<file path="src/design/efm_pkg.sv">
// Constants shared by the exact-frequency modulator control block
package efm_pkg;

	// ---------------------------------------------------------------
	// Register port geometry
	// ---------------------------------------------------------------
	localparam int unsigned EFM_ADDR_W = 5;
	localparam int unsigned EFM_DATA_W = 24;

	// ---------------------------------------------------------------
	// Register offsets
	// ---------------------------------------------------------------
	localparam logic [4:0] EFM_REG_PTR   = 5'h00;
	localparam logic [4:0] EFM_REG_PWR   = 5'h01;
	localparam logic [4:0] EFM_REG_INT   = 5'h03;
	localparam logic [4:0] EFM_REG_FRAC  = 5'h04;
	localparam logic [4:0] EFM_REG_MCFG  = 5'h06;
	localparam logic [4:0] EFM_REG_EXACT = 5'h0c;
	localparam logic [4:0] EFM_REG_SEED  = 5'h1a;

	// ---------------------------------------------------------------
	// Field positions
	// ---------------------------------------------------------------
	localparam int unsigned EFM_PTR_W        = 5;
	localparam int unsigned EFM_PWR_PIN_SEL  = 0;
	localparam int unsigned EFM_PWR_SW_PD    = 1;
	localparam int unsigned EFM_PWR_KEEP_LSB = 2;
	localparam int unsigned EFM_PWR_KEEP_W   = 6;
	localparam int unsigned EFM_MCFG_BYPASS  = 7;
	localparam int unsigned EFM_MCFG_ENABLE  = 11;

	// ---------------------------------------------------------------
	// Values after reset
	// ---------------------------------------------------------------
	localparam logic [23:0] EFM_RST_PTR   = 24'h000000;
	localparam logic [23:0] EFM_RST_PWR   = 24'h000001;
	localparam logic [23:0] EFM_RST_INT   = 24'h000014;
	localparam logic [23:0] EFM_RST_FRAC  = 24'h000000;
	localparam logic [23:0] EFM_RST_MCFG  = 24'h000080;
	localparam logic [23:0] EFM_RST_EXACT = 24'h000000;
	localparam logic [23:0] EFM_RST_SEED  = 24'h000000;

	// Arbitrary identification value, read back at offset zero
	localparam logic [23:0] EFM_CHIP_ID   = 24'h5a0001;

	// ---------------------------------------------------------------
	// Timing
	// ---------------------------------------------------------------
	localparam int unsigned EFM_CLK_PERIOD_NS = 20;
	localparam int unsigned EFM_POR_TIME_NS   = 250000;
	localparam int unsigned EFM_POR_CYCLES    = EFM_POR_TIME_NS / EFM_CLK_PERIOD_NS;
	localparam int unsigned EFM_POR_CNT_W     = 24;

	// ---------------------------------------------------------------
	// Types
	// ---------------------------------------------------------------
	typedef enum logic [0:0] {
		EFM_ST_POR_WAIT = 1'b0,
		EFM_ST_RUN      = 1'b1
	} efm_state_t;

endpackage

</file>
<file path="src/design/efm_phase_acc.sv">
// Modulator phase accumulator with seed reload
`timescale 1ns/1ps

module efm_phase_acc (
	// Clock and reset
	input  wire logic        ref_clk_i,
	input  wire logic        rst_i,
	// Control
	input  wire logic        load_i,
	input  wire logic [23:0] seed_i,
	input  wire logic        step_i,
	input  wire logic [23:0] frac_i,
	// Results
	output logic      [23:0] phase_o,
	output logic             carry_o
);

	typedef struct packed {
		logic [23:0] phase;
		logic        carry;
	} efm_acc_t;

	efm_acc_t s_q;
	efm_acc_t s_d;
	logic [24:0] sum;

	always_comb begin
		s_d   = s_q;
		sum   = {1'b0, s_q.phase} + {1'b0, frac_i};
		if (load_i) begin
			// Reload wins over a step in the same cycle
			s_d.phase = seed_i;
			s_d.carry = 1'b0;
		end else if (step_i) begin
			// Fixed binary modulus: wrap at two to the 24th
			s_d.phase = sum[23:0];
			s_d.carry = sum[24];
		end else begin
			s_d.carry = 1'b0;
		end
	end

	always_ff @(posedge ref_clk_i) begin
		if (rst_i) begin
			s_q <= '0;
		end else begin
			s_q <= s_d;
		end
	end

	assign phase_o = s_q.phase;
	assign carry_o = s_q.carry;

endmodule // efm_phase_acc

</file>
<file path="src/design/efm_ctrl.sv">
// Exact-frequency modulator control: registers, resets, power-down, seeding
//
// Contract
// - Channel stepping rewrites only the fractional word; that write alone retunes.
// - 24-bit seed sets accumulator start phase; needs exact mode active.
// - Seed (zero outside exact mode) reloads into the accumulator whenever a new fractional word arrives.
// - Power-on reset loads all register defaults at once and holds them for about 250 us.
// - A write to offset zero soft resets the synthesizer registers.
// - With pin control selected, low chip enable enters power-down.
// - Register writes and reads keep working during power-down.
// - With pin control off, power-down follows the software bit.
// - Bits two to seven keep one block each powered during power-down.
// - Fractional part is the fractional word over a fixed 2^24 modulus.
`timescale 1ns/1ps

module efm_ctrl
	import efm_pkg::*;
#(
	parameter int unsigned POR_CYCLES = efm_pkg::EFM_POR_CYCLES
) (
	// Clock and reset
	input  wire logic                         ref_clk_i,
	input  wire logic                         rst_i,
	// Register port
	input  wire logic                         reg_wr_i,
	input  wire logic [efm_pkg::EFM_ADDR_W-1:0] reg_addr_i,
	input  wire logic [efm_pkg::EFM_DATA_W-1:0] reg_wdata_i,
	output logic      [efm_pkg::EFM_DATA_W-1:0] reg_rdata_o,
	output logic                              reg_ready_o,
	// Pins and rate enable
	input  wire logic                         chip_enable_pin_i,
	input  wire logic                         detector_tick_i,
	// Power control
	output logic                              power_down_o,
	output logic                              clocks_en_o,
	output logic      [efm_pkg::EFM_PWR_KEEP_W-1:0] block_on_o,
	// Divider and modulator state
	output logic      [23:0]                  int_ratio_o,
	output logic      [23:0]                  frac_word_o,
	output logic      [23:0]                  exact_ratio_o,
	output logic      [23:0]                  div_ratio_o,
	output logic      [23:0]                  phase_o,
	output logic                              mod_active_o,
	output logic                              exact_mode_o,
	output logic                              retune_o
);

	import efm_pkg::*;

	localparam logic [EFM_POR_CNT_W-1:0] POR_LAST = EFM_POR_CNT_W'(POR_CYCLES - 1);

	// ---------------------------------------------------------------
	// State
	// ---------------------------------------------------------------
	typedef struct packed {
		efm_state_t                  st;
		logic [EFM_POR_CNT_W-1:0]    por_cnt;
		logic [EFM_PTR_W-1:0]        rd_ptr;
		logic [23:0]                 pwr;
		logic [23:0]                 int_ratio;
		logic [23:0]                 frac;
		logic [23:0]                 mcfg;
		logic [23:0]                 exact;
		logic [23:0]                 seed;
		logic [23:0]                 rdata;
		logic                        retune;
		logic                        load;
		logic [23:0]                 div_ratio;
	} efm_regs_t;

	efm_regs_t s_q;
	efm_regs_t s_d;

	logic        pd_now;
	logic        mod_on;
	logic        exact_on;
	logic        wr_ok;
	logic        step;
	logic [23:0] acc_phase;
	logic        acc_carry;

	// ---------------------------------------------------------------
	// Power-down selection
	// ---------------------------------------------------------------
	always_comb begin
		if (s_q.pwr[EFM_PWR_PIN_SEL]) begin
			pd_now = ~chip_enable_pin_i;
		end else begin
			pd_now = s_q.pwr[EFM_PWR_SW_PD];
		end
	end

	// Modulator in circuit only with enable set and bypass clear
	assign mod_on   = s_q.mcfg[EFM_MCFG_ENABLE] & ~s_q.mcfg[EFM_MCFG_BYPASS];
	// Nonzero exact ratio marks exact mode active
	assign exact_on = (s_q.exact != 24'h000000);
	// Writes keep being taken in power-down; only the start-up wait refuses them
	assign wr_ok    = reg_wr_i & (s_q.st == EFM_ST_RUN);
	// Internal clocks stop in power-down, so the accumulator stops stepping
	assign step     = detector_tick_i & mod_on & ~pd_now;

	// ---------------------------------------------------------------
	// Next-state logic
	// ---------------------------------------------------------------
	always_comb begin
		s_d        = s_q;
		s_d.retune = 1'b0;
		s_d.load   = 1'b0;

		unique case (s_q.st)
			EFM_ST_POR_WAIT: begin
				// Registers held at defaults until the start-up time elapses
				if (s_q.por_cnt == POR_LAST) begin
					s_d.st = EFM_ST_RUN;
				end else begin
					s_d.por_cnt = s_q.por_cnt + EFM_POR_CNT_W'(1);
				end
			end
			EFM_ST_RUN: begin
				if (wr_ok) begin
					unique case (reg_addr_i)
						EFM_REG_PTR: begin
							// Soft reset, but the new read pointer is kept
							s_d.pwr       = EFM_RST_PWR;
							s_d.int_ratio = EFM_RST_INT;
							s_d.frac      = EFM_RST_FRAC;
							s_d.mcfg      = EFM_RST_MCFG;
							s_d.exact     = EFM_RST_EXACT;
							s_d.seed      = EFM_RST_SEED;
							s_d.rd_ptr    = reg_wdata_i[EFM_PTR_W-1:0];
						end
						EFM_REG_PWR:   s_d.pwr = reg_wdata_i;
						EFM_REG_INT:   s_d.int_ratio = reg_wdata_i;
						EFM_REG_FRAC: begin
							s_d.frac   = reg_wdata_i;
							s_d.retune = 1'b1;
							s_d.load   = 1'b1;
						end
						EFM_REG_MCFG:  s_d.mcfg = reg_wdata_i;
						EFM_REG_EXACT: s_d.exact = reg_wdata_i;
						EFM_REG_SEED:  s_d.seed = reg_wdata_i;
						default: begin
						end
					endcase
				end
			end
		endcase

		// Read data follows the pointer, refreshed every cycle
		unique case (s_q.rd_ptr)
			EFM_REG_PTR:   s_d.rdata = EFM_CHIP_ID;
			EFM_REG_PWR:   s_d.rdata = s_q.pwr;
			EFM_REG_INT:   s_d.rdata = s_q.int_ratio;
			EFM_REG_FRAC:  s_d.rdata = s_q.frac;
			EFM_REG_MCFG:  s_d.rdata = s_q.mcfg;
			EFM_REG_EXACT: s_d.rdata = s_q.exact;
			EFM_REG_SEED:  s_d.rdata = s_q.seed;
			default:       s_d.rdata = 24'h000000;
		endcase

		// Integer ratio plus modulator carry; fraction is frac over 2^24
		if (mod_on) begin
			s_d.div_ratio = s_q.int_ratio + {23'h000000, acc_carry};
		end else begin
			s_d.div_ratio = s_q.int_ratio;
		end
	end

	// ---------------------------------------------------------------
	// Registers
	// ---------------------------------------------------------------
	always_ff @(posedge ref_clk_i) begin
		if (rst_i) begin
			s_q.st        <= EFM_ST_POR_WAIT;
			s_q.por_cnt   <= '0;
			s_q.rd_ptr    <= EFM_RST_PTR[EFM_PTR_W-1:0];
			s_q.pwr       <= EFM_RST_PWR;
			s_q.int_ratio <= EFM_RST_INT;
			s_q.frac      <= EFM_RST_FRAC;
			s_q.mcfg      <= EFM_RST_MCFG;
			s_q.exact     <= EFM_RST_EXACT;
			s_q.seed      <= EFM_RST_SEED;
			s_q.rdata     <= 24'h000000;
			s_q.retune    <= 1'b0;
			s_q.load      <= 1'b0;
			s_q.div_ratio <= EFM_RST_INT;
		end else begin
			s_q <= s_d;
		end
	end

	// ---------------------------------------------------------------
	// Modulator phase accumulator
	// ---------------------------------------------------------------
	// Seed is honoured only in exact mode; otherwise restart from zero
	efm_phase_acc efm_phase_acc_i (
		.ref_clk_i (ref_clk_i),
		.rst_i     (rst_i),
		.load_i    (s_q.load),
		.seed_i    (exact_on ? s_q.seed : 24'h000000),
		.step_i    (step),
		.frac_i    (s_q.frac),
		.phase_o   (acc_phase),
		.carry_o   (acc_carry)
	);

	// ---------------------------------------------------------------
	// Outputs
	// ---------------------------------------------------------------
	assign reg_rdata_o   = s_q.rdata;
	assign reg_ready_o   = (s_q.st == EFM_ST_RUN);
	assign power_down_o  = pd_now;
	assign clocks_en_o   = ~pd_now;
	// Keep-on bits in order: bias, detector, pump, reference, oscillator, pads
	assign block_on_o    = {EFM_PWR_KEEP_W{~pd_now}}
	                     | s_q.pwr[EFM_PWR_KEEP_LSB +: EFM_PWR_KEEP_W];
	assign int_ratio_o   = s_q.int_ratio;
	assign frac_word_o   = s_q.frac;
	assign exact_ratio_o = s_q.exact;
	assign div_ratio_o   = s_q.div_ratio;
	assign phase_o       = acc_phase;
	assign mod_active_o  = mod_on;
	assign exact_mode_o  = exact_on;
	assign retune_o      = s_q.retune;

endmodule // efm_ctrl

</file>
<file path="config.mk">
export PLATFORM = sky130hd
export DESIGN_NAME = efm_ctrl
export DESIGN_NICKNAME = d
export VERILOG_FILES = /design/src/design/efm_pkg.sv /design/src/design/efm_phase_acc.sv /design/src/design/efm_ctrl.sv
export SDC_FILE = /design/constraint.sdc
export NUM_CORES = 1
export LEC_CHECK = 0
export BUFFER_PORTS_ARGS = -buffer_cell sky130_fd_sc_hd__buf_2
export CORE_MARGIN = 2
export CORE_UTILIZATION = 25
export DETAILED_ROUTE_END_ITERATION = 10
export PLACE_DENSITY = 0.46
export REMOVE_ABC_BUFFERS = 1
export SYNTH_ARGS = -nofsm -noshare
export SYNTH_HDL_FRONTEND = slang
export SYNTH_HIERARCHICAL = 1
export SYNTH_SLANG_ARGS = --single-unit
</file>
<file path="constraint.sdc">
create_clock -name ref_clk_i -period 2.6 [get_ports ref_clk_i]
set_input_delay 0.13 -clock ref_clk_i [delete_from_list [all_inputs] [get_ports ref_clk_i]]
set_output_delay 0.13 -clock ref_clk_i [all_outputs]
set_load 0.02 [all_outputs]
</file>
; Word level (Yosys, flattened, before mapping)
; Index checks and enable logic that the tools add are counted.
[word_totals]
ramBits = 0
latch_bits = 0
inputBits = 34
n_memories = 0
elab_cells = 80
romBits = 0
register_bits = 249
out_inout_bits = 156
[op_classes]
multipliers = 0
n_lt_le_gt_ge = 0
n_addsub = 3
bitwise_logic = 12
muxes = 17
div = 0
eq_ne = 13
shifts = 0
reduce_logical = 20
[op_table]
columns = operator, count
row1 = 24-bit case mux with 2 select lines, 6
row2 = 24-bit case mux with 7 select lines, 1
row3 = 24-bit 2-to-1 mux, 4
row4 = 25-bit 2-to-1 mux, 2
row5 = 24-bit by 24-bit adder with 25-bit output, 1
row6 = 24-bit by 1-bit adder with 24-bit output, 1
row7 = "24-bit by 1-bit adder with 24-bit output, second input constant", 1
row8 = "24-bit by 14-bit == test with 1-bit output, second input constant", 1
row9 = 24-bit nonzero test, 1
row10 = 3-bit AND reduction, 7
row11 = "5-bit by 3-bit == test with 1-bit output, second input constant", 4
row12 = 2-bit nonzero test, 7
row13 = "5-bit by 1-bit == test with 1-bit output, second input constant", 2
row14 = "5-bit by 2-bit == test with 1-bit output, second input constant", 2
row15 = "5-bit by 4-bit == test with 1-bit output, second input constant", 2
row16 = "5-bit == test, second input constant", 2
row17 = 5-bit zero test, 2
row18 = 1-bit inverter, 7
row19 = 6-bit bitwise OR, 1
row20 = 3-bit OR reduction, 2
row21 = 1-bit AND, 4
row22 = 1-bit 2-to-1 mux, 3
row23 = 2-bit 2-to-1 mux, 1
row24 = 2-bit AND reduction, 1

; Logic depth before layout (Yosys ltp)
[logic_depth]
word_depth = 6
mapped_depth = 10
mapped_depth_nobuf = 9

; Modules after synthesis
; Netlist, hierarchy kept.
[modules_own_cells]
columns = mod, seq_area_each_um2, cells_each, instances, area_per_inst_um2
row1 = efm_ctrl, 4464.3, 1287, 1, 10861.7
row2 = efm_phase_acc, 500.5, 314, 1, 2444.8

; Least setup slack after synthesis
; Ideal clock, no wire load.
[synth_path]
kind = register -> register
start = reg s_q[170] in the netlist's numbering
end = reg efm_phase_acc_i.s_q, in the netlist efm_phase_acc_i/phase_o[4]
path_stages_with_launch = 11
n_path_buf = 2
arrival_ns = 2.350
slack_ns = 0.122
path_cell_list = dfxtp_1 nor2_1 a21oi_1 inv_1 and3_1 clkbuf_1 clkbuf_1 mux2i_1 nor2_1 a21oi_1 nor2_1
[synth_between]
elab_chain_len = 4
[synth_lines]
columns = element, line_no
row1 = "start, declared", efm_ctrl.sv:71  ; efm_regs_t s_q;
row2 = 1-bit 2-to-1 mux, efm_ctrl.sv:86  ; if (s_q.pwr[EFM_PWR_PIN_SEL]) begin
row3 = via power_down_o, efm_ctrl.sv:34  ; output logic power_down_o,
row4 = 1-bit inverter, n/a
row5 = via clocks_en_o, efm_ctrl.sv:35  ; output logic clocks_en_o,
row6 = 1-bit AND, efm_ctrl.sv:100  ; assign step = detector_tick_i & mod_on & ~pd_now;
row7 = via step, efm_ctrl.sv:78  ; logic step;
row8 = 2-bit nonzero test (no line), n/a
row9 = "end signal, assigned", efm_phase_acc.sv:45  ; s_q <= '0;
row10 = "end signal, assigned", efm_phase_acc.sv:47  ; s_q <= s_d;
row11 = "end, declared", efm_phase_acc.sv:23  ; efm_acc_t s_q;
; The timed path passes the listed nets, and every way through them passes these cells.
; A chain may end at the register's enable or synchronous reset.

; Worst setup path in the final report
[layout_path]
start = reg s_q, in the netlist exact_ratio_o[23]
end = out exact_mode_o
[layout_between]
elab_chain_len = 1
[layout_lines]
columns = element, line_no
row1 = 24-bit nonzero test, efm_ctrl.sv:96  ; assign exact_on = (s_q.exact != 24'h000000);
row2 = "end, declared", efm_ctrl.sv:44  ; output logic exact_mode_o,
; Every way passes these cells.

==> flow_summary.ini <==
[worst_hold_path]
hold-path-endpoint = retune_o
hold_path.startpoint = reg_addr_i[1]
min_path_type = in -> reg
hold_depth = 3

[run]
max_cap_violations = 0

[floorplanning]
core-area_mm2 = 0.0526
floorplan.die_area_mm2 = 0.0551
initial_core_util = 0.253
dieHeight_um = 235
die_width_um = 235
floorplan.rows = 84
ios = 190

[critical_path]
critPathArrivalTime_ns = 2.34
r2r_start = efm_phase_acc_i/phase_o[0]
cp-start-kind = flip-flop
critical_path.endpoint_type = primary output
r2r_setup_slack_ns = 0.14
reg2reg_to = efm_phase_acc_i/phase_o[16]
required_worst_endpoint_ns = 2.47
rr_worst_depth = 10
critical_path_peak_fanout = 17
worst-setup-path-type = reg -> out

[clock_network]
cts_inserted_buffers = 31
clockBufferDepth = 3
cts_tree = done
insertion_delay_ns = 0.58
tritoncts_num_sinks = 248
post_cts_buffers = 0
h_tree_level_count = 1
clk_pin_slew_ns = 0.06
ctsRootBufferMaster = clkbuf_16

[final_layout]
insertedDiodeCount = 0
fraction_of_final_layout_cells_with_drive_strength_greater_than_1 = 0.242
seqCellArea_mm2 = 0.00497
design_area_mm2 = 0.0158
multi_input_comb_area_mm2 = 0.00690
area_growth_pct = 18.5
num-nets-final = 1752
filler_cell_count = 5599

[global_route]
grt_remaining_overflow = 0
grt_use_total = 0.179
grt_antenna_before_repair = 0
grt_pass1_vias = 11800
global_route_wire_length_before_repair_mm = 77.0
largest_net_degree_at_the_start_of_global_routing = 88

[power_and_ir_drop]
p_leak_uw = 0.00600
power_density_mw_per_mm2 = 548
clockPowerShare = 0.525
share_seq_of_total_power = 0.441
switching_share = 0.230
total_switching_power_uw = 1990
ir_worst_vdd_mv = 0.362
intPower_uw = 6650
p_comb_frac = 0.033

[route]
routed_wire_length_per_instance_um = 21.5
detail_route.first_pass.iterations = 6
remaining_drc_errors = 0
drt_wl_total_mm = 51.7
drt_first_iter_violations = 993
final_antenna_net_count = 0
dr_total_vias = 12400
via_per_inst = 5.18

[logic_synthesis]
synth_edf_count = 0
synthesis.area_per_instance_um2 = 8.31
synth_area_mm2 = 0.0133
async_flop_share = 0
dominantRegCellSynth = dfxtp_1
syn-instance-count = 1601
synth.yosys.warnings = 6
synth-seq-cells = 248
ys_seq_area_frac = 0.373
yosysUniqueCellTypes = 74

[timing]
min_period_over_period = 0.949
timing_limited_maximum_frequency_mhz = 405
rsz_0062_raised_after_global_routing = false
period_minus_slack_ns = 2.47
final-hold-violation-count = 0
timing_worst_slew_pin_value_ns = 0.765
final.setup.worst_slack_ns = 0.133
slew-limit-headroom = 0.488
setup-violations-final = 0
clock-skew-final_ns = 0.0220
fin_setup_tns_ns = 0
final_max_slew_viol_count = 0

[placement]
post_dp_hpwl_mm = 37.2
finalWeightedCongestion = 0.861
dpl_cell_area_mm2 = 0.0144
total_of_buffers_placed_on_input_and_output_ports = 189
dp_worst_setup_slack_ns = 0.117

[status]
run_status = completed
-- worst max-delay path by stage --
stage | slack, ns | to | cells after the start | start
global placement | 0.11 | efm_phase_acc_i/phase_o[22] | 9 | efm_phase_acc_i/phase_o[0]
CTS | 0.09 | exact_mode_o | 7 | exact_ratio_o[23]
detailed placement | 0.12 | efm_phase_acc_i/phase_o[22] | 9 | efm_phase_acc_i/phase_o[0]
floorplan | -0.95 | reg_rdata_o[10] | 3 | s_q[195]
global route | 0.01 | exact_mode_o | 7 | exact_ratio_o[23]
finish | 0.13 | exact_mode_o | 7 | exact_ratio_o[23]
-- flip-flops by register name, indices dropped and copies added, names as in the netlist --
register,count
s_q,101
div_ratio_o,24
efm_phase_acc_i/phase_o,24
exact_ratio_o,24
frac_word_o,24
int_ratio_o,24
reg_rdata_o,24
efm_phase_acc_i/carry_o,1
reg_ready_o,1
retune_o,1
-- power by group through the flow --
stage | clock network, µW | logic [µW] | registers [µW]
after global placement | 0 | 253 | 3900
after floorplan | 0 | 52.5 | 3900
final | 4540 | 287 | 3810
after CTS | 4670 | 289 | 3810
after global routing | 4810 | 308 | 3810
after detailed placement | 0 | 254 | 3900
-- cell usage after synthesis (all sizes together) (27+ instances only) --
master	number	share of area
mux2	55	0.047
o211ai	32	0.019
clkbuf	103	0.029
a22oi	46	0.026
a21oi	189	0.071
nand3	145	0.055
dfxtp	248	0.37
nand2	149	0.042
inv	27	0.0076
a211oi	30	0.017
nor2	64	0.018
ha	27	0.025
nor2b	36	0.017
buf	143	0.076
-- routing by layer --
layer	share of wire	GRT usage	vias up
met5	0	0	-
met4	0.029	0.0577	0
met3	0.050	0.0227	79
met2	0.48	0.299	393
met1	0.45	0.239	6101
li1	-	-	5863
-- worst max-delay path, stage by stage (launching register included) --
cell and delay [ns]:
dfxtp_1 0.38, nor4_1 0.32, buf_4 0.21, nand4_1 0.16, nor2_2 0.21, buf_4 0.27, inv_1 0.05, buf_2 0.16
-- area by class of cell --
type | instances | share of cell area
Multi-Input combinational cell | 1080 | 0.438
Tap cell | 688 | 0.0546
Sequential cell | 248 | 0.315
Clock inverter | 13 | 0.0110
Timing Repair Buffer | 302 | 0.119
Clock buffer | 42 | 0.0563
Inverter | 27 | 0.00643
-- through the flow --
stage               instances  power, µW  hold WS (ns)   util
floorplan                1355       3950         0.196      -
global placement         2319       4150         0.435  0.274
detailed placement       2319       4150         0.442  0.274
CTS                      2400       8780        0.0360  0.300
global route             2400       8930        0.0787  0.300
finish                   2400       8640        0.0794  0.300
-- logic make-up (layout without fill, tap and decap cells) --
| family | count (synthesis) | count (layout) | synth area share |
|---|---|---|---|
| simple gates | 542 | 542 | 0.209 |
| compound gates | 414 | 414 | 0.203 |
| buf+inv | 273 | 384 | 0.113 |
| flops | 248 | 248 | 0.373 |
| mux | 67 | 67 | 0.0556 |
| xor+xnor | 29 | 29 | 0.0191 |
| fa+ha+maj | 28 | 28 | 0.0269 |
-- layout by cell type, fill, tap and decap left out, drive strengths merged, types with 11 or more instances in the layout --
master,netlist,routed
o21ai,18,18
nand4,21,21
xor2,19,19
nor2,64,64
dfxtp,248,248
buf,143,276
nand2,149,149
or4,16,16
ha,27,27
inv,27,28
nor4,14,14
nor2b,36,36
a221oi,11,11
nor3,18,18
a22oi,46,46
a22o,14,14
clkbuf,103,42
or3,13,13
a21o,14,14
a21oi,189,189
nand3,145,145
a211oi,30,30
mux2,55,55
o211ai,32,32
dlygate4sd3,0,26
mux2i,12,12
-- repair_timing --
action	CTS	global route
resized for setup	0	3
endpoints found under the hold margin	151	0
endpoints found under the setup margin	0	3
hold buffers	26	0
Note: power is estimated with default switching activity, not from simulation.
